`config.mk`:
```
export PLATFORM = sky130hd
export DESIGN_NAME = cpmc_top
export DESIGN_NICKNAME = d
export VERILOG_FILES = /design/src/design/cpmc_pkg.sv /design/src/design/cpmc_qual.sv /design/src/design/cpmc_top.sv
export SDC_FILE = /design/constraint.sdc
export NUM_CORES = 1
export LEC_CHECK = 0
export ABC_AREA = 1
export BUFFER_PORTS_ARGS = -buffer_cell sky130_fd_sc_hd__buf_4
export CAP_MARGIN = 10
export CELL_PAD_IN_SITES_DETAIL_PLACEMENT = 1
export CELL_PAD_IN_SITES_GLOBAL_PLACEMENT = 2
export CORE_ASPECT_RATIO = 0.5
export CORE_MARGIN = 8
export CORE_UTILIZATION = 34
export DETAILED_ROUTE_END_ITERATION = 16
export GPL_TIMING_DRIVEN = 0
export HOLD_SLACK_MARGIN = 0.02
export PLACE_DENSITY = 0.8
export SYNTH_ARGS = -nofsm -noshare
export SYNTH_HDL_FRONTEND = slang
export SYNTH_HIERARCHICAL = 1
export SYNTH_SLANG_ARGS = --single-unit
export TNS_END_PERCENT = 100
```
`constraint.sdc`:
```
create_clock -name pclk -period 2.4 [get_ports pclk]
set_input_delay 0.48 -clock pclk [delete_from_list [all_inputs] [get_ports pclk]]
set_output_delay 0.48 -clock pclk [all_outputs]
set_load 0.005 [all_outputs]
```
`src/design/cpmc_pkg.sv`:
```
// constants, types and decode helpers for the charging port mode control
package cpmc_pkg;

  // ***************************************************************
  // modes and states
  // ***************************************************************
  typedef enum logic [2:0]
  {
    CPMC_M_DCP_LO = 3'h0,
    CPMC_M_DCP = 3'h1,
    CPMC_M_SDP = 3'h2,
    CPMC_M_CLIENT = 3'h4,
    CPMC_M_SDP_LO = 3'h6,
    CPMC_M_CDP = 3'h7
  } cpmc_mode_e;

  typedef enum logic [1:0]
  {
    CPMC_ST_RUN = 2'h0,
    CPMC_ST_DISCH = 2'h1,
    CPMC_ST_THERM = 2'h2
  } cpmc_st_e;

  // ***************************************************************
  // register map
  // ***************************************************************
  localparam logic [7:0] CPMC_OFS_CTRL = 8'h00;
  localparam logic [7:0] CPMC_OFS_STATE = 8'h04;
  localparam logic [7:0] CPMC_OFS_IRQ_STAT = 8'h08;
  localparam logic [7:0] CPMC_OFS_IRQ_MASK = 8'h0c;
  localparam logic [31:0] CPMC_CTRL_RST = 32'h0000_0000;
  localparam logic [3:0] CPMC_MASK_RST = 4'h0;
  localparam int CPMC_CTRL_SW_OFF = 0;
  localparam int CPMC_IRQ_THERM = 0;
  localparam int CPMC_IRQ_MODE = 1;
  localparam int CPMC_IRQ_STATUS = 2;
  localparam int CPMC_IRQ_DISCH = 3;
  localparam int CPMC_IRQ_W = 4;

  // ***************************************************************
  // timing
  // ***************************************************************
  localparam int CPMC_CLK_HZ = 10_000_000;
  localparam int CPMC_T_STATUS_ON_MS = 210;
  localparam int CPMC_T_STATUS_OFF_MS = 3000;
  localparam int CPMC_T_DISCH_MS = 10;
  localparam int CPMC_STATUS_ON_CYC =
    CPMC_T_STATUS_ON_MS * (CPMC_CLK_HZ / 1000);
  localparam int CPMC_STATUS_OFF_CYC =
    CPMC_T_STATUS_OFF_MS * (CPMC_CLK_HZ / 1000);
  localparam int CPMC_DISCH_CYC = CPMC_T_DISCH_MS * (CPMC_CLK_HZ / 1000);
  localparam int CPMC_CNT_W = 32;

  // ***************************************************************
  // helpers
  // ***************************************************************
  function automatic cpmc_mode_e cpmc_decode(input logic [2:0] pins);
    cpmc_mode_e m;
    m = CPMC_M_CLIENT;
    case (pins)
      3'h0: m = CPMC_M_DCP_LO;
      3'h1: m = CPMC_M_DCP;
      3'h2, 3'h3: m = CPMC_M_SDP;
      3'h4, 3'h5: m = CPMC_M_CLIENT;
      3'h6: m = CPMC_M_SDP_LO;
      3'h7: m = CPMC_M_CDP;
      default: m = CPMC_M_CLIENT;
    endcase
    return m;
  endfunction

  function automatic logic cpmc_exempt(input cpmc_mode_e a,
                                       input cpmc_mode_e b);
    return ((a == CPMC_M_DCP_LO) && (b == CPMC_M_DCP)) ||
           ((a == CPMC_M_DCP) && (b == CPMC_M_DCP_LO)) ||
           ((a == CPMC_M_SDP_LO) && (b == CPMC_M_CDP)) ||
           ((a == CPMC_M_CDP) && (b == CPMC_M_SDP_LO));
  endfunction

  function automatic logic cpmc_is_high(input cpmc_mode_e m);
    return (m == CPMC_M_DCP) || (m == CPMC_M_CDP);
  endfunction

endpackage

```
`src/design/cpmc_qual.sv`:
```
// qualification timer: done rises once cond has held for COUNT cycles
`timescale 1ns/1ps
module cpmc_qual #(
  parameter int COUNT = 16,
  parameter int W = 32
) (
  input wire logic pclk,
  input wire logic presetn,
  input wire logic cond,
  output logic done
);

  logic [W-1:0] cnt;

  // ***************************************************************
  // counter, cleared whenever cond drops
  // ***************************************************************
  always_ff @(posedge pclk or negedge presetn)
  begin
    if (!presetn)
    begin
      cnt <= '0;
      done <= 1'b0;
    end
    else if (!cond)
    begin
      cnt <= '0;
      done <= 1'b0;
    end
    else if (cnt >= W'(COUNT - 1))
      done <= 1'b1;
    else
      cnt <= cnt + W'(1);
  end

endmodule

```
`src/design/cpmc_top.sv`:
```
// charging port mode, discharge, thermal and reporting control
// Functional notes
// - decode the three select pins into six charging modes
// - follow the select pins continuously, no other trigger
// - high limit in 001/111, low in 000/01X/110, none in client
// - status reports only in 001 and 111, else held deasserted
// - no overcurrent fault in 000 and 110; other faults still reported
// - client mode: switch off, data bypass, status/fault/sense off
// - change between 000 and 001 needs no output discharge
// - change between 110 and 111 needs no output discharge
// - in 111 run the automatic port type switching
// - while limiting, the limiting thermal trip turns switch off
// - while not limiting, the normal thermal trip turns switch off
// - restart when trip clears, cycling until fault is gone
// - fault output asserted throughout thermal shutdown
// - overcurrent gives constant current; only thermal trip shuts down
// - discharge turns switch off, drains output, then switch back on unless the new mode is client
// - status asserts after 210 ms above, clears after 3 s below
`timescale 1ns/1ps
module cpmc_top
#(
  parameter int STATUS_ON_CYC = cpmc_pkg::CPMC_STATUS_ON_CYC,
  parameter int STATUS_OFF_CYC = cpmc_pkg::CPMC_STATUS_OFF_CYC,
  parameter int DISCH_CYC = cpmc_pkg::CPMC_DISCH_CYC
) (
  input wire logic pclk,
  input wire logic presetn,
  input wire logic psel,
  input wire logic penable,
  input wire logic pwrite,
  input wire logic [7:0] paddr,
  input wire logic [31:0] pwdata,
  output logic [31:0] prdata,
  output logic pready,
  output logic pslverr,
  input wire logic mode_select_msb,
  input wire logic mode_select_mid,
  input wire logic mode_select_lsb,
  input wire logic overcurrent,
  input wire logic limiting_thermal_trip,
  input wire logic normal_thermal_trip,
  input wire logic load_above,
  input wire logic load_below,
  output logic switch_on,
  output logic high_limit_setting,
  output logic low_limit_setting,
  output logic discharge_on,
  output logic cs_enable,
  output logic data_bypass,
  output logic auto_switch_en,
  output logic status_n,
  output logic fault_n,
  output logic irq
);
  import cpmc_pkg::*;
  cpmc_mode_e cur_mode;
  cpmc_mode_e mode_req;
  cpmc_st_e st;
  logic [CPMC_CNT_W-1:0] dcnt;
  logic limiting;
  logic trip;
  logic changed;
  logic rep_mode;
  logic status_act;
  logic hi_done;
  logic lo_done;
  logic [31:0] ctrl;
  logic [CPMC_IRQ_W-1:0] irq_stat;
  logic [CPMC_IRQ_W-1:0] irq_mask;
  logic [CPMC_IRQ_W-1:0] ev;
  logic wr;
  logic rd;
  logic disch_end;

  // ***************************************************************
  // decode and thermal selection
  // ***************************************************************
  always_comb
  begin
    mode_req = cpmc_decode({mode_select_msb, mode_select_mid,
                            mode_select_lsb});
    limiting = overcurrent && (cur_mode != CPMC_M_CLIENT);
    trip = limiting ? limiting_thermal_trip : normal_thermal_trip;
    changed = (mode_req != cur_mode);
    rep_mode = cpmc_is_high(cur_mode);
    disch_end = (st == CPMC_ST_DISCH) && (dcnt >= CPMC_CNT_W'(DISCH_CYC - 1));
  end

  // ***************************************************************
  // mode and protection state machine
  // ***************************************************************
  always_ff @(posedge pclk or negedge presetn)
  begin
    if (!presetn)
    begin
      st <= CPMC_ST_RUN;
      cur_mode <= CPMC_M_CLIENT;
      dcnt <= '0;
    end
    else
    begin
      case (st)
        CPMC_ST_RUN:
        begin
          if (trip && (cur_mode != CPMC_M_CLIENT))
            st <= CPMC_ST_THERM;
          else if (changed && cpmc_exempt(cur_mode, mode_req))
            cur_mode <= mode_req;
          else if (changed)
          begin
            st <= CPMC_ST_DISCH;
            dcnt <= '0;
          end
        end
        CPMC_ST_DISCH:
        begin
          if (trip && (cur_mode != CPMC_M_CLIENT))
            st <= CPMC_ST_THERM;
          else if (disch_end)
          begin
            cur_mode <= mode_req;
            st <= CPMC_ST_RUN;
          end
          else
            dcnt <= dcnt + CPMC_CNT_W'(1);
        end
        CPMC_ST_THERM:
        begin
          if (!trip)
            st <= CPMC_ST_RUN;
        end
        default: st <= CPMC_ST_RUN;
      endcase
    end
  end

  // ***************************************************************
  // status qualification
  // ***************************************************************
  cpmc_qual #(.COUNT(STATUS_ON_CYC), .W(CPMC_CNT_W)) u_qual_on (
    .pclk(pclk),
    .presetn(presetn),
    .cond(rep_mode && load_above),
    .done(hi_done)
  );

  cpmc_qual #(.COUNT(STATUS_OFF_CYC), .W(CPMC_CNT_W)) u_qual_off (
    .pclk(pclk),
    .presetn(presetn),
    .cond(rep_mode && load_below),
    .done(lo_done)
  );

  always_ff @(posedge pclk or negedge presetn)
  begin
    if (!presetn)
      status_act <= 1'b0;
    else if (!rep_mode)
      status_act <= 1'b0;
    else if (hi_done)
      status_act <= 1'b1;
    else if (lo_done)
      status_act <= 1'b0;
  end

  // ***************************************************************
  // registered outputs
  // ***************************************************************
  always_ff @(posedge pclk or negedge presetn)
  begin
    if (!presetn)
    begin
      switch_on <= 1'b0;
      high_limit_setting <= 1'b0;
      low_limit_setting <= 1'b0;
      discharge_on <= 1'b0;
      cs_enable <= 1'b0;
      data_bypass <= 1'b0;
      auto_switch_en <= 1'b0;
      status_n <= 1'b1;
      fault_n <= 1'b1;
    end
    else
    begin
      switch_on <= (st == CPMC_ST_RUN) && (cur_mode != CPMC_M_CLIENT) &&
                   !ctrl[CPMC_CTRL_SW_OFF];
      high_limit_setting <= cpmc_is_high(cur_mode);
      low_limit_setting <= !cpmc_is_high(cur_mode) &&
                           (cur_mode != CPMC_M_CLIENT);
      discharge_on <= (st == CPMC_ST_DISCH);
      cs_enable <= (cur_mode != CPMC_M_CLIENT);
      data_bypass <= (cur_mode == CPMC_M_CLIENT);
      auto_switch_en <= (cur_mode == CPMC_M_CDP);
      status_n <= !(status_act && rep_mode);
      fault_n <= !((st == CPMC_ST_THERM) ||
                   (overcurrent && (cur_mode != CPMC_M_DCP_LO) &&
                    (cur_mode != CPMC_M_SDP_LO) &&
                    (cur_mode != CPMC_M_CLIENT)));
    end
  end

  // ***************************************************************
  // apb slave and interrupts
  // ***************************************************************
  assign wr = psel && penable && pwrite;
  assign rd = psel && penable && !pwrite;

  always_comb
  begin
    ev = '0;
    ev[CPMC_IRQ_THERM] = (st != CPMC_ST_THERM) &&
                         (cur_mode != CPMC_M_CLIENT) && trip;
    ev[CPMC_IRQ_MODE] = (st == CPMC_ST_RUN) && changed;
    ev[CPMC_IRQ_STATUS] = rep_mode && hi_done && !status_act;
    ev[CPMC_IRQ_DISCH] = disch_end && !trip;
  end

  always_ff @(posedge pclk or negedge presetn)
  begin
    if (!presetn)
    begin
      ctrl <= CPMC_CTRL_RST;
      irq_mask <= CPMC_MASK_RST;
    end
    else if (wr && paddr == CPMC_OFS_CTRL)
      ctrl <= {31'h0, pwdata[CPMC_CTRL_SW_OFF]};
    else if (wr && paddr == CPMC_OFS_IRQ_MASK)
      irq_mask <= pwdata[CPMC_IRQ_W-1:0];
  end

  always_ff @(posedge pclk or negedge presetn)
  begin
    if (!presetn)
      irq_stat <= '0;
    else if (rd && paddr == CPMC_OFS_IRQ_STAT)
      irq_stat <= ev;
    else
      irq_stat <= irq_stat | ev;
  end

  always_ff @(posedge pclk or negedge presetn)
  begin
    if (!presetn)
      irq <= 1'b0;
    else
      irq <= |(((rd && paddr == CPMC_OFS_IRQ_STAT) ? ev : (irq_stat | ev)) &
               irq_mask);
  end

  always_ff @(posedge pclk or negedge presetn)
  begin
    if (!presetn)
    begin
      prdata <= '0;
      pready <= 1'b0;
      pslverr <= 1'b0;
    end
    else
    begin
      pready <= psel && !penable;
      pslverr <= psel && !penable && (paddr != CPMC_OFS_CTRL) &&
                 (paddr != CPMC_OFS_STATE) && (paddr != CPMC_OFS_IRQ_STAT) &&
                 (paddr != CPMC_OFS_IRQ_MASK);
      prdata <= '0;
      if (psel && !penable && !pwrite)
      begin
        case (paddr)
          CPMC_OFS_CTRL: prdata <= ctrl;
          CPMC_OFS_STATE: prdata <= {24'h0, fault_n, switch_on, status_act,
                                     st, cur_mode};
          CPMC_OFS_IRQ_STAT: prdata <= {28'h0, irq_stat | ev};
          CPMC_OFS_IRQ_MASK: prdata <= {28'h0, irq_mask};
          default: prdata <= '0;
        endcase
      end
    end
  end
endmodule

```
# == Yosys cells after proc, flatten, opt, wreduce, memory -nomap -nowiden ==
# Memories as Yosys holds them, arrays and structs flattened.
# Index checks and enable logic that the tools add are counted.
# totals
romBits,24
input_bits,53
latch_bits,0
memories,1
ramBits,0
register_bits,157
elab_cells,162
# mem_list
name,depth,width,read_ports,rd_clocked_by_memory_dff,write_ports,line,text
(name not given),8,3,1,0,0,cpmc_pkg.sv:60,case (pins)
# op_classes
n_shift,0
n_div,0
n_reduce_logical,60
n_mux,33
n_addsub,3
mul,0
bitwise,3
n_eq_ne,35
order_cmp,3
# op_table
cell,n
$mux 32,9
$add 32x1->32 const B,3
$pmux 32 s2,1
$logic_and 1x1->1,35
$ge 32x17->1 const B,1
$ge 32x22->1 const B,1
$ge 32x25->1 const B,1
$pmux 8 s4,1
$ne 2x2->1 const B,13
$eq 8x4->1 const B,2
$ne 8x4->1 const B,2
$eq 3x3->1 const B,5
$ne 3x3->1 const B,5
$mux 2,6
$mux 3,4
$eq 8x3->1 const B,1
$logic_not 1->1,8
$logic_not 8->1,1
$mux 1,8
$mux 8,1
$ne 8x3->1 const B,1
$reduce_bool 8->1,1
$eq 3x1->1 const B,2
$logic_not 3->1,2
other kinds (19),23

# == Longest topological paths before layout ==
# Gate-level depths: netlist of run 1.
# An unclocked memory read counts as a cell.
# logic_depth
ltp_word,10
ltp_mapped,14
ltp_nobuf,13

# == Cells and area by module ==
# The synthesis of run 1 kept the hierarchy.
# by_module_without_submodules
module,n_inst,cells_each,seq_area_each_um2,area_each_um2
cpmc_top,1,432,1680.4,3505.9
cpmc_qual at u_qual_off,1,287,825.8,2133.3
cpmc_qual at u_qual_on,1,298,825.8,2028.2

# == Least setup slack after synthesis of run 1 ==
# OpenSTA, ideal clock, no wires.
# synth_timing
path_type,reg-to-reg
from,reg cur_mode[2]
to,reg u_qual_on.cnt[11]
synth_period_minus_slack_ns,1.943
path_stages_with_launch,10
arrival_ns,1.877
setup_ns,0.066
setup_slack_ns,0.457
path_cell_list,dfstp_2 buf_4 nand2_1 nor2_2 nor2_1 nor2_1 clkbuf_1 buf_1 nand3_1 nand2_1
# synth_via
elab_chain_cells,4
elab_cells_between_ends,6
# synth_lines
item,line,text
"start, declared",cpmc_top.sv:56,cpmc_mode_e cur_mode;
"start signal, assigned",cpmc_top.sv:108,cur_mode <= mode_req;
"start signal, assigned",cpmc_top.sv:121,cur_mode <= mode_req;
$eq 3x1->1 or $eq 3x3->1 (tied branches),cpmc_pkg.sv:81,return (m == CPMC_M_DCP) || (m == CPMC_M_CDP);
$logic_or 1x1->1 *,cpmc_pkg.sv:81,
$logic_and 1x1->1 *,cpmc_top.sv:143,".cond(rep_mode && load_above),"
$ne 2x2->1 (no source line) or $mux 32 (tied branches),n/a,
"end signal, assigned",cpmc_qual.sv:33,cnt <= cnt + W'(1);
"end, declared",cpmc_qual.sv:13,logic [W-1:0] cnt;
# Mark *: on every way between the ends. The rest lies on a longest branch, timed or not.
# A chain may end at the register's enable or synchronous reset.

# == Worst setup path in the final report of run 1 ==
# Ends and elaborated chain as after synthesis.

==> results_dict.tcl, run 1 <==
set metrics [dict create \
    status "finished, final reports clean" \
    cellPowerDensity_nw_per_um2 733 \
    htree_levels 4 \
    skew_ps 6.09 \
    synth_area_leader_cell "dfrtp_1" \
    hold_viol 0 \
    synth-adder-area-share 0.00490 \
    clk_latency_ps 430 \
    power.leakage_nw 4.48 \
    yosysWarnings 6 \
    start_util 0.350 \
    cts.clk_slew.worst_paths_ps 60 \
    syn_inst 1017 \
    overflow 0 \
    cp-end-kind "flop" \
    dieArea_um2 27900 \
    cts_made_buffers 17 \
    use_met3 0.0350 \
    drive_gt1_frac 0.172 \
    syn2layout_area_growth_pct 19.1 \
    synthesis.area_um2 7670 \
    p_total_mw 6.70 \
    io_pins 97 \
    grt_pass1_wl_um 35100 \
    ir_drop_v 0.000340 \
    die_w_um 228 \
    setup_violations 0 \
    yosysUniqueCellTypes 46 \
    required_ps 2770 \
    clock-sinks 133 \
    vias 6592 \
    slew_headroom 0.598 \
    dpl_cell_area_um2 8490 \
    rsz0062_at_grt "no" \
    fin_crit_ps 2190 \
    tritoncts "built" \
    postRouteAntennaNets 0 \
    gr-usage-met1 0.190 \
    slew_violations 0 \
    cp-start-kind "flop" \
    grt_util_met2 0.272 \
    first_pass_iters 4 \
    synth_compound_area_frac 0.0477 \
    clockBufferDepth 2 \
    wire_per_inst_um 14.6 \
    synthSimpleGateAreaFrac 0.361 \
    synthMuxAreaShare 0.00441 \
    fin_area_um2 9140 \
    maxCapViolCount 0 \
    gp_congestion 0.793 \
    fin_crit_sh 0.911 \
    cp_max_fo 10 \
    synth_top_area_share 0.424 \
    min_path_type "in2reg" \
    placed_cells 1385 \
    core_um2 21900 \
    finalNetCount 1160 \
    drc 0 \
    viasPerCell 4.65 \
    hpwl_um 15300 \
    wirelength_um 20600 \
    antennaDiodeCount 0 \
    synth_seq_cells 133 \
    grt_pass1_vias 7004 \
    rows 38 \
    synthTopCellsByArea "dfrtp_1 42%, nand2_1 14%, nand3_1 6.3%" \
    final_util 0.417 \
    io_buffer_count 44 \
    syn_avg_cell_area_um2 7.54 \
    yosysSeqAreaShare 0.435 \
    critPathKind "reg2reg" \
    stdcell_count 1417 \
    final_common_cell "nand2_1" \
    fillers 2713 \
    antenna_found_initial 0 \
    track_usage 0.155 \
    yosys.area_share.xor_xnor 0.0377 \
    synth_top_family_by_area "simple AND/OR/NAND/NOR gates" \
    die_y_um 122 \
    worstPathArrival_ps 2560 \
    most-common-layout-cells "293 x nand2_1, 130 x dfrtp_1, 127 x nor2_1" \
    grt_max_degree 94 \
    initialDrtViolationCount 271 \
    top_usage_layer "met2" \
    clock-root-buffer "clkbuf_16" \
    max_slew.worst_pin.slew_ps 601 \
    clock.fmax_mhz 457 \
]
==> flip-flops by register name (all words and copies together), names as in the netlist, 2 cells and up <==
register,count
u_qual_off/cnt,32
prdata,8
cur_mode,3
u_qual_on/cnt,32
irq_mask,4
dcnt,32
irq_stat,4
st,2
==> area by class of cell <==
type	instances	area, um^2	area share
well taps	300	375	0.0411
plain buffers	43	342	0.0374
clock inverters	15	204	0.0223
multi-input cells	732	3590	0.393
repair buffers	46	372	0.0407
flip-flops and latches	133	3330	0.365
inverters	131	497	0.0544
clock buffers	17	425	0.0466
==> cells by family after synthesis <==
group,count (synthesis)
AND/OR/NAND/NOR,612
buffers and inverters,175
flip-flops,133
AO/OA/AOI/OAI,57
XOR/XNOR,33
adder cells (fa/ha/maj),3
multiplexers,3
other,1
==> report_power, final <==
group          total [mW]  internal (mW)  switching, mW  leakage (nW)
combinational        1.42          0.447          0.977          2.37
clock                2.81           1.74           1.07         0.296
sequential           2.47           2.38         0.0901          1.81
total                6.70           4.57           2.13          4.48
==> timing repair <==
| action | CTS | global route |
|---|---|---|
| resized for setup | 3 | 4 |
| hold buffers | 1 | 0 |
| endpoints found under the setup margin | 22 | 15 |
| setup buffers | 0 | 0 |
| hold endpoints to repair | 39 | 0 |
==> critical path, stage by stage (launching register included) <==
cell	delay [ps]
dfstp_2	510
buf_4	150
nand2_1	90
nor2_2	150
nor2_1	170
nor2_2	280
clkbuf_2	280
buf_2	290
nand3_1	120
nand2_1	80
==> synthesized netlist by cell type, drive strengths merged <==
master and number:
nand2 307, nor2 151, dfrtp 130, inv 129, nand3 101, buf 39, o21ai 36, nor3 25
nand4 21, xor2 20, xnor2 13, a21oi 11, clkbuf 5, a31oi 4, nor3b 4, dfstp 3
ha 3, mux2 3, o21bai 3, clkinv 2, nand3b 2, a211oi 1, conb 1, nor4 1
o22ai 1, o2bb2ai 1
==> path summary, 6_finish.rpt <==
kind | startpoint | endpoint | slack, ps | cells after the start
max | cur_mode[2]$_DFFE_PN1P_ | u_qual_on/cnt[11]$_DFFE_PN0P_ | 210 | 9
min reg2reg | status_act$_DFFE_PN0P_ | status_n$_DFF_PN1_ | 440 | 1
min | penable | pslverr$_DFF_PN0_ | 240 | 2
max reg2reg | cur_mode[2]$_DFFE_PN1P_ | u_qual_on/cnt[11]$_DFFE_PN0P_ | 210 | 9
max in group asynchronous | presetn | cur_mode[2]$_DFFE_PN1P_ | 1040 | 3
min in group asynchronous | presetn | u_qual_on/cnt[13]$_DFFE_PN0P_ | 550 | 2
==> routing by layer <==
metal  part of all wire  vias up
met5                  0        -
met4              0.017        0
met3              0.024       23
met2               0.48       58
met1               0.48     3188
li1                   -     3323
==> per-stage QoR <==
stage	TNS [ps]	setup slack (ps)	hold slack (ps)
after global routing	0	17.2	219
after global placement	-2130	-158	409
after CTS	0	54.2	211
after detailed placement	-2390	-195	433
after floorplan	0	457	184
final	0	213	242
No activity file was read; power rests on OpenSTA's default activity.
==> inputs of run 2 (changes only) <==
--- a/config.mk
+++ b/config.mk
@@ -6,17 +6,18 @@
 export NUM_CORES = 1
 export LEC_CHECK = 0
 export ABC_AREA = 1
-export BUFFER_PORTS_ARGS = -buffer_cell sky130_fd_sc_hd__buf_4
 export CAP_MARGIN = 10
 export CELL_PAD_IN_SITES_DETAIL_PLACEMENT = 1
 export CELL_PAD_IN_SITES_GLOBAL_PLACEMENT = 2
 export CORE_ASPECT_RATIO = 0.5
 export CORE_MARGIN = 8
-export CORE_UTILIZATION = 34
+export CORE_UTILIZATION = 37
+export CTS_CLUSTER_SIZE = 14
 export DETAILED_ROUTE_END_ITERATION = 16
+export DONT_BUFFER_PORTS = 1
 export GPL_TIMING_DRIVEN = 0
 export HOLD_SLACK_MARGIN = 0.02
-export PLACE_DENSITY = 0.8
+export PLACE_DENSITY = 0.79
 export SYNTH_ARGS = -nofsm -noshare
 export SYNTH_HDL_FRONTEND = slang
 export SYNTH_HIERARCHICAL = 1
==> results_dict.tcl, run 2 (synthesis results as in run 1) <==
set metrics [dict create \
    die_w_um 220 \
    fin_crit_ps 2210 \
    cp_max_fo 10 \
    cts_made_buffers 17 \
    die_y_um 118 \
    reg2reg_slack_ps 190 \
    rsz0062_at_grt "no" \
    clockBufferDepth 2 \
    skew_ps 11.2 \
    wire_per_inst_um 15.1 \
    cts_setup_buffers 0 \
    vias 6378 \
    tritoncts "built" \
    slew_violations 0 \
    worstPathArrival_ps 2570 \
    track_usage 0.167 \
    fin_crit_sh 0.919 \
    io_pins 97 \
    gp_congestion 0.831 \
    cp-start-kind "flop" \
    dpl_cell_area_um2 8100 \
    initialDrtViolationCount 237 \
    most-common-layout-cells "293 x nand2_1, 130 x dfrtp_1, 127 x nor2_1" \
    clock-sinks 133 \
    fin_area_um2 8770 \
    grt_pass1_wl_um 34900 \
    hpwl_um 14900 \
    cp.depth 9 \
    critPathTopFamily "simple AND/OR/NAND/NOR gates" \
    ir_drop_v 0.000401 \
    required_ps 2770 \
    final_common_cell "nand2_1" \
    critPathMaxStageDelay_ps 510 \
    viasPerCell 4.75 \
    drc 0 \
    max_slew.worst_pin.slew_ps 584 \
    r2r_cells 9 \
    clock-root-buffer "clkbuf_16" \
    antenna_found_initial 0 \
    placed_cells 1313 \
    cp-end-kind "flop" \
    wirelength_um 20300 \
    cp-endpoint "u_qual_on/cnt[18]$_DFFE_PN0P_" \
    worst_hold_slack_ps -256 \
    drive_gt1_frac 0.134 \
    stdcell_count 1344 \
    critPathKind "reg2reg" \
    min_path_type "in2async" \
    setup_violations 0 \
    rr_startpoint "cur_mode[2]$_DFFE_PN1P_" \
    dieArea_um2 25900 \
    cts.clk_slew.worst_paths_ps 60 \
    rows 37 \
    largest_registers "dcnt x32, u_qual_off/cnt x32, u_qual_on/cnt x32" \
    start_util 0.376 \
    overflow 0 \
    hold_viol 132 \
    startpoint "cur_mode[2]$_DFFE_PN1P_" \
    cellPowerDensity_nw_per_um2 774 \
    core_um2 20400 \
    violations "negative hold slack" \
    maxCapViolCount 0 \
    grt_pass1_vias 6713 \
    htree_levels 4 \
    first_pass_iters 4 \
    path_buf_inv 3 \
    power.leakage_nw 4.27 \
    setup_tns_ps 0 \
    syn2layout_area_growth_pct 14.4 \
    io_buffer_count 0 \
    grt_max_degree 134 \
    antennaDiodeCount 0 \
    clock.fmax_mhz 453 \
    critPathSlowestCell "dfstp_2" \
    r2r-end "u_qual_on/cnt[18]$_DFFE_PN0P_" \
    path_cells "buf_4 -> nand2_1 -> nor2_2 -> nor2_1 -> nor2_2 -> clkbuf_2 -> buf_2 -> nand3_1 -> nand2_1" \
    slew_headroom 0.608 \
    status "finished, violations left" \
    finalNetCount 1114 \
    postRouteAntennaNets 0 \
    clk_latency_ps 430 \
]
run 2: cell count changes in the layout (fill, tap and decap cells not counted), moves of 2 or more:
cell	before	now
bufinv_16	4	7
clkinv_4	3	0
inv_6	2	0
clkbuf_1	2	6
clkinvlp_4	4	1
buf_4	71	28
run 2: through the flow:
step                       util  total power [mW]  worst slack [ps]
after floorplan               -              3.40               457
after global placement    0.397              3.77              -161
after detailed placement  0.397              3.79              -261
after CTS                 0.429              6.89              23.0
after global routing      0.430              7.13              18.8
final                     0.430              6.79               194
run 2: area by class of cell:
type	instances	area [um^2]
plain buffers	43	343
clock buffers	22	444
clock inverters	10	228
fillers	2555	11600
inverters	131	497
multi-input cells	732	3590
flip-flops and latches	133	3330
well taps	273	342
run 2: routing by layer:
| layer | global-route usage | routed length, um | up-vias |
|---|---|---|---|
| met4 | 0.0561 | 338 | 0 |
| met1 | 0.208 | 9510 | 3073 |
| li1 | - | - | 3230 |
| met5 | 0 | 0 | - |
| met3 | 0.0390 | 507 | 24 |
| met2 | 0.280 | 9930 | 51 |
run 2: how the worst min path moves through the flow:
stage,end
4_1_cts,u_qual_on/cnt[21]$_DFFE_PN0P_
6_report,u_qual_on/cnt[21]$_DFFE_PN0P_
3_3_place_gp,u_qual_on/cnt[21]$_DFFE_PN0P_
3_5_place_dp,u_qual_on/cnt[21]$_DFFE_PN0P_
5_1_grt,u_qual_on/cnt[21]$_DFFE_PN0P_
2_1_floorplan,auto_switch_en$_DFF_PN0_
run 2: repair_timing:
action                                 CTS  global route
setup endpoints to repair               26            42
endpoints found under the hold margin  133           133
resized for setup                        3             6
run 2: power breakdown:
part | switching, mW | leakage [nW] | internal (mW)
combinational | 0.897 | 2.14 | 0.353
clock | 1.00 | 0.322 | 2.05
sequential | 0.108 | 1.81 | 2.38
==> inputs of run 3 (changes only) <==
--- a/config.mk
+++ b/config.mk
@@ -17,7 +17,7 @@
 export DONT_BUFFER_PORTS = 1
 export GPL_TIMING_DRIVEN = 0
 export HOLD_SLACK_MARGIN = 0.02
-export PLACE_DENSITY = 0.79
+export PLACE_DENSITY_LB_ADDON = 0.1
 export SYNTH_ARGS = -nofsm -noshare
 export SYNTH_HDL_FRONTEND = slang
 export SYNTH_HIERARCHICAL = 1
==> results_dict.tcl, run 3 (synthesis results as in run 1) <==
set metrics [dict create \
    crit_top_cell "nand2_1" \
    fillers 2519 \
    min_path_type "in2async" \
    tritoncts "built" \
    grt_pass1_vias 6765 \
    syn2layout_area_growth_pct 14.4 \
    io_buffer_count 0 \
    final_common_cell "nand2_1" \
    r2r-end "u_qual_off/cnt[24]$_DFFE_PN0P_" \
    clockBufferDepth 2 \
    viasPerCell 4.81 \
    clk_latency_ps 430 \
    postRouteAntennaNets 0 \
    hpwl_um 14900 \
    die_y_um 118 \
    rows 37 \
    htree_levels 4 \
    cp-end-kind "flop" \
    wirelength_um 20500 \
    overflow 0 \
    clock.fmax_mhz 459 \
    slew_headroom 0.599 \
    fin_crit_ps 2180 \
    wire_per_inst_um 15.3 \
    p_int_mw 4.70 \
    dieArea_um2 25900 \
    clock-root-buffer "clkbuf_16" \
    required_ps 2760 \
    cts_made_buffers 17 \
    p_switching_mw 1.99 \
    critPathSlowestCell "dfstp_2" \
    startpoint "cur_mode[2]$_DFFE_PN1P_" \
    fin_crit_sh 0.909 \
    worst_hold_slack_ps -253 \
    final_util 0.429 \
    p_total_mw 6.69 \
    power.leakage_nw 4.26 \
    io_pins 97 \
    r2r_cells 10 \
    maxCapViolCount 0 \
    slew_violations 0 \
    cp-endpoint "u_qual_off/cnt[24]$_DFFE_PN0P_" \
    largest_registers "dcnt x32, u_qual_off/cnt x32, u_qual_on/cnt x32" \
    vias 6460 \
    rsz0062_at_grt "no" \
    pwr-share-comb 0.186 \
    critPathMaxStageDelay_ps 520 \
    cts.clk_slew.worst_paths_ps 60 \
    worstPathArrival_ps 2540 \
    netSwitchingFraction 0.297 \
    die_w_um 220 \
    gp_congestion 0.830 \
    finalNetCount 1114 \
    critPathKind "reg2reg" \
    antennaDiodeCount 0 \
    cts_setup_buffers 0 \
    grt_pass1_wl_um 34600 \
    track_usage 0.165 \
    most-common-layout-cells "293 x nand2_1, 130 x dfrtp_1, 125 x nor2_1" \
    drc 0 \
    drive_gt1_frac 0.138 \
    cp-start-kind "flop" \
    setup_violations 0 \
    cp_max_fo 8 \
    skew_ps 6.56 \
    pwr-share-seq 0.372 \
    ir_drop_v 0.000402 \
    grt_max_degree 134 \
    antenna_found_initial 0 \
    initialDrtViolationCount 290 \
    path_cells "buf_4 -> nand2_1 -> nor2_2 -> nor2_2 -> nor2_1 -> clkbuf_1 -> inv_1 -> nor2_4 -> nand2_1 -> nand2_1" \
    clock-sinks 133 \
    first_pass_iters 4 \
    rr_startpoint "cur_mode[2]$_DFFE_PN1P_" \
    reg2reg_slack_ps 220 \
    status "finished, violations left" \
    max_slew.worst_pin.slew_ps 598 \
    core_um2 20400 \
    start_util 0.376 \
    cellPowerDensity_nw_per_um2 763 \
    hold_viol 132 \
    clkPwrFrac 0.443 \
    violations "negative hold slack" \
]
[run 3: cell type report]
cell class	instances	area, um^2	share of cell area
Sequential cell	133	3330	0.380
Buffer	43	342	0.0390
Multi-Input combinational cell	732	3590	0.410
Inverter	131	495	0.0565
Clock buffer	22	494	0.0564
Tap cell	273	342	0.0390
Clock inverter	8	170	0.0194
[run 3: metrics by stage]
stage	setup WS (ps)	hold WS, ps	instances	TNS [ps]	area, um^2
final	219	-253	1342	0	8770
after global routing	45.2	-280	1342	0	8770
after CTS	46.3	-277	1343	0	8770
after detailed placement	-270	189	1313	-4190	8100
after global placement	-245	190	1313	-3170	8100
after floorplan	457	184	1040	0	7750
[run 3: worst min-delay path by stage]
stage	from	endpoint	slack [ps]	cells past startpoint
2_1_floorplan	presetn	auto_switch_en$_DFF_PN0_	180	0
3_3_place_gp	presetn	u_qual_off/cnt[24]$_DFFE_PN0P_	190	0
3_5_place_dp	presetn	u_qual_off/cnt[24]$_DFFE_PN0P_	190	0
4_1_cts	presetn	u_qual_off/cnt[24]$_DFFE_PN0P_	-280	0
5_1_grt	presetn	u_qual_off/cnt[24]$_DFFE_PN0P_	-280	0
6_report	presetn	u_qual_off/cnt[24]$_DFFE_PN0P_	-250	0
[run 3: per-layer routing]
layer,routed length (um),track usage,vias up
li1,-,-,3217
met1,9870,0.212,3178
met2,9970,0.277,51
met3,551,0.0434,14
met4,147,0.0309,0
met5,0,0,-
[run 3: power by group through the flow]
stage / Combinational [mW] / Clock (mW) / Sequential (mW)
floorplan: 0.904 / 0 / 2.49
global placement: 1.24 / 0 / 2.52
detailed placement: 1.26 / 0 / 2.53
CTS: 1.27 / 3.04 / 2.49
global route: 1.39 / 3.14 / 2.50
finish: 1.24 / 2.96 / 2.49
[run 3: critical path: cells and delay by family (launching register included)]
family	cells	cell delay, ps
flops	1	520
buf+inv	3	620
simple gates	7	970
[run 3: repair_timing]
action	4_1_cts	5_1_grt
hold endpoints to repair	133	133
resized for setup	4	4
setup endpoints to repair	32	23
gates cloned	0	0
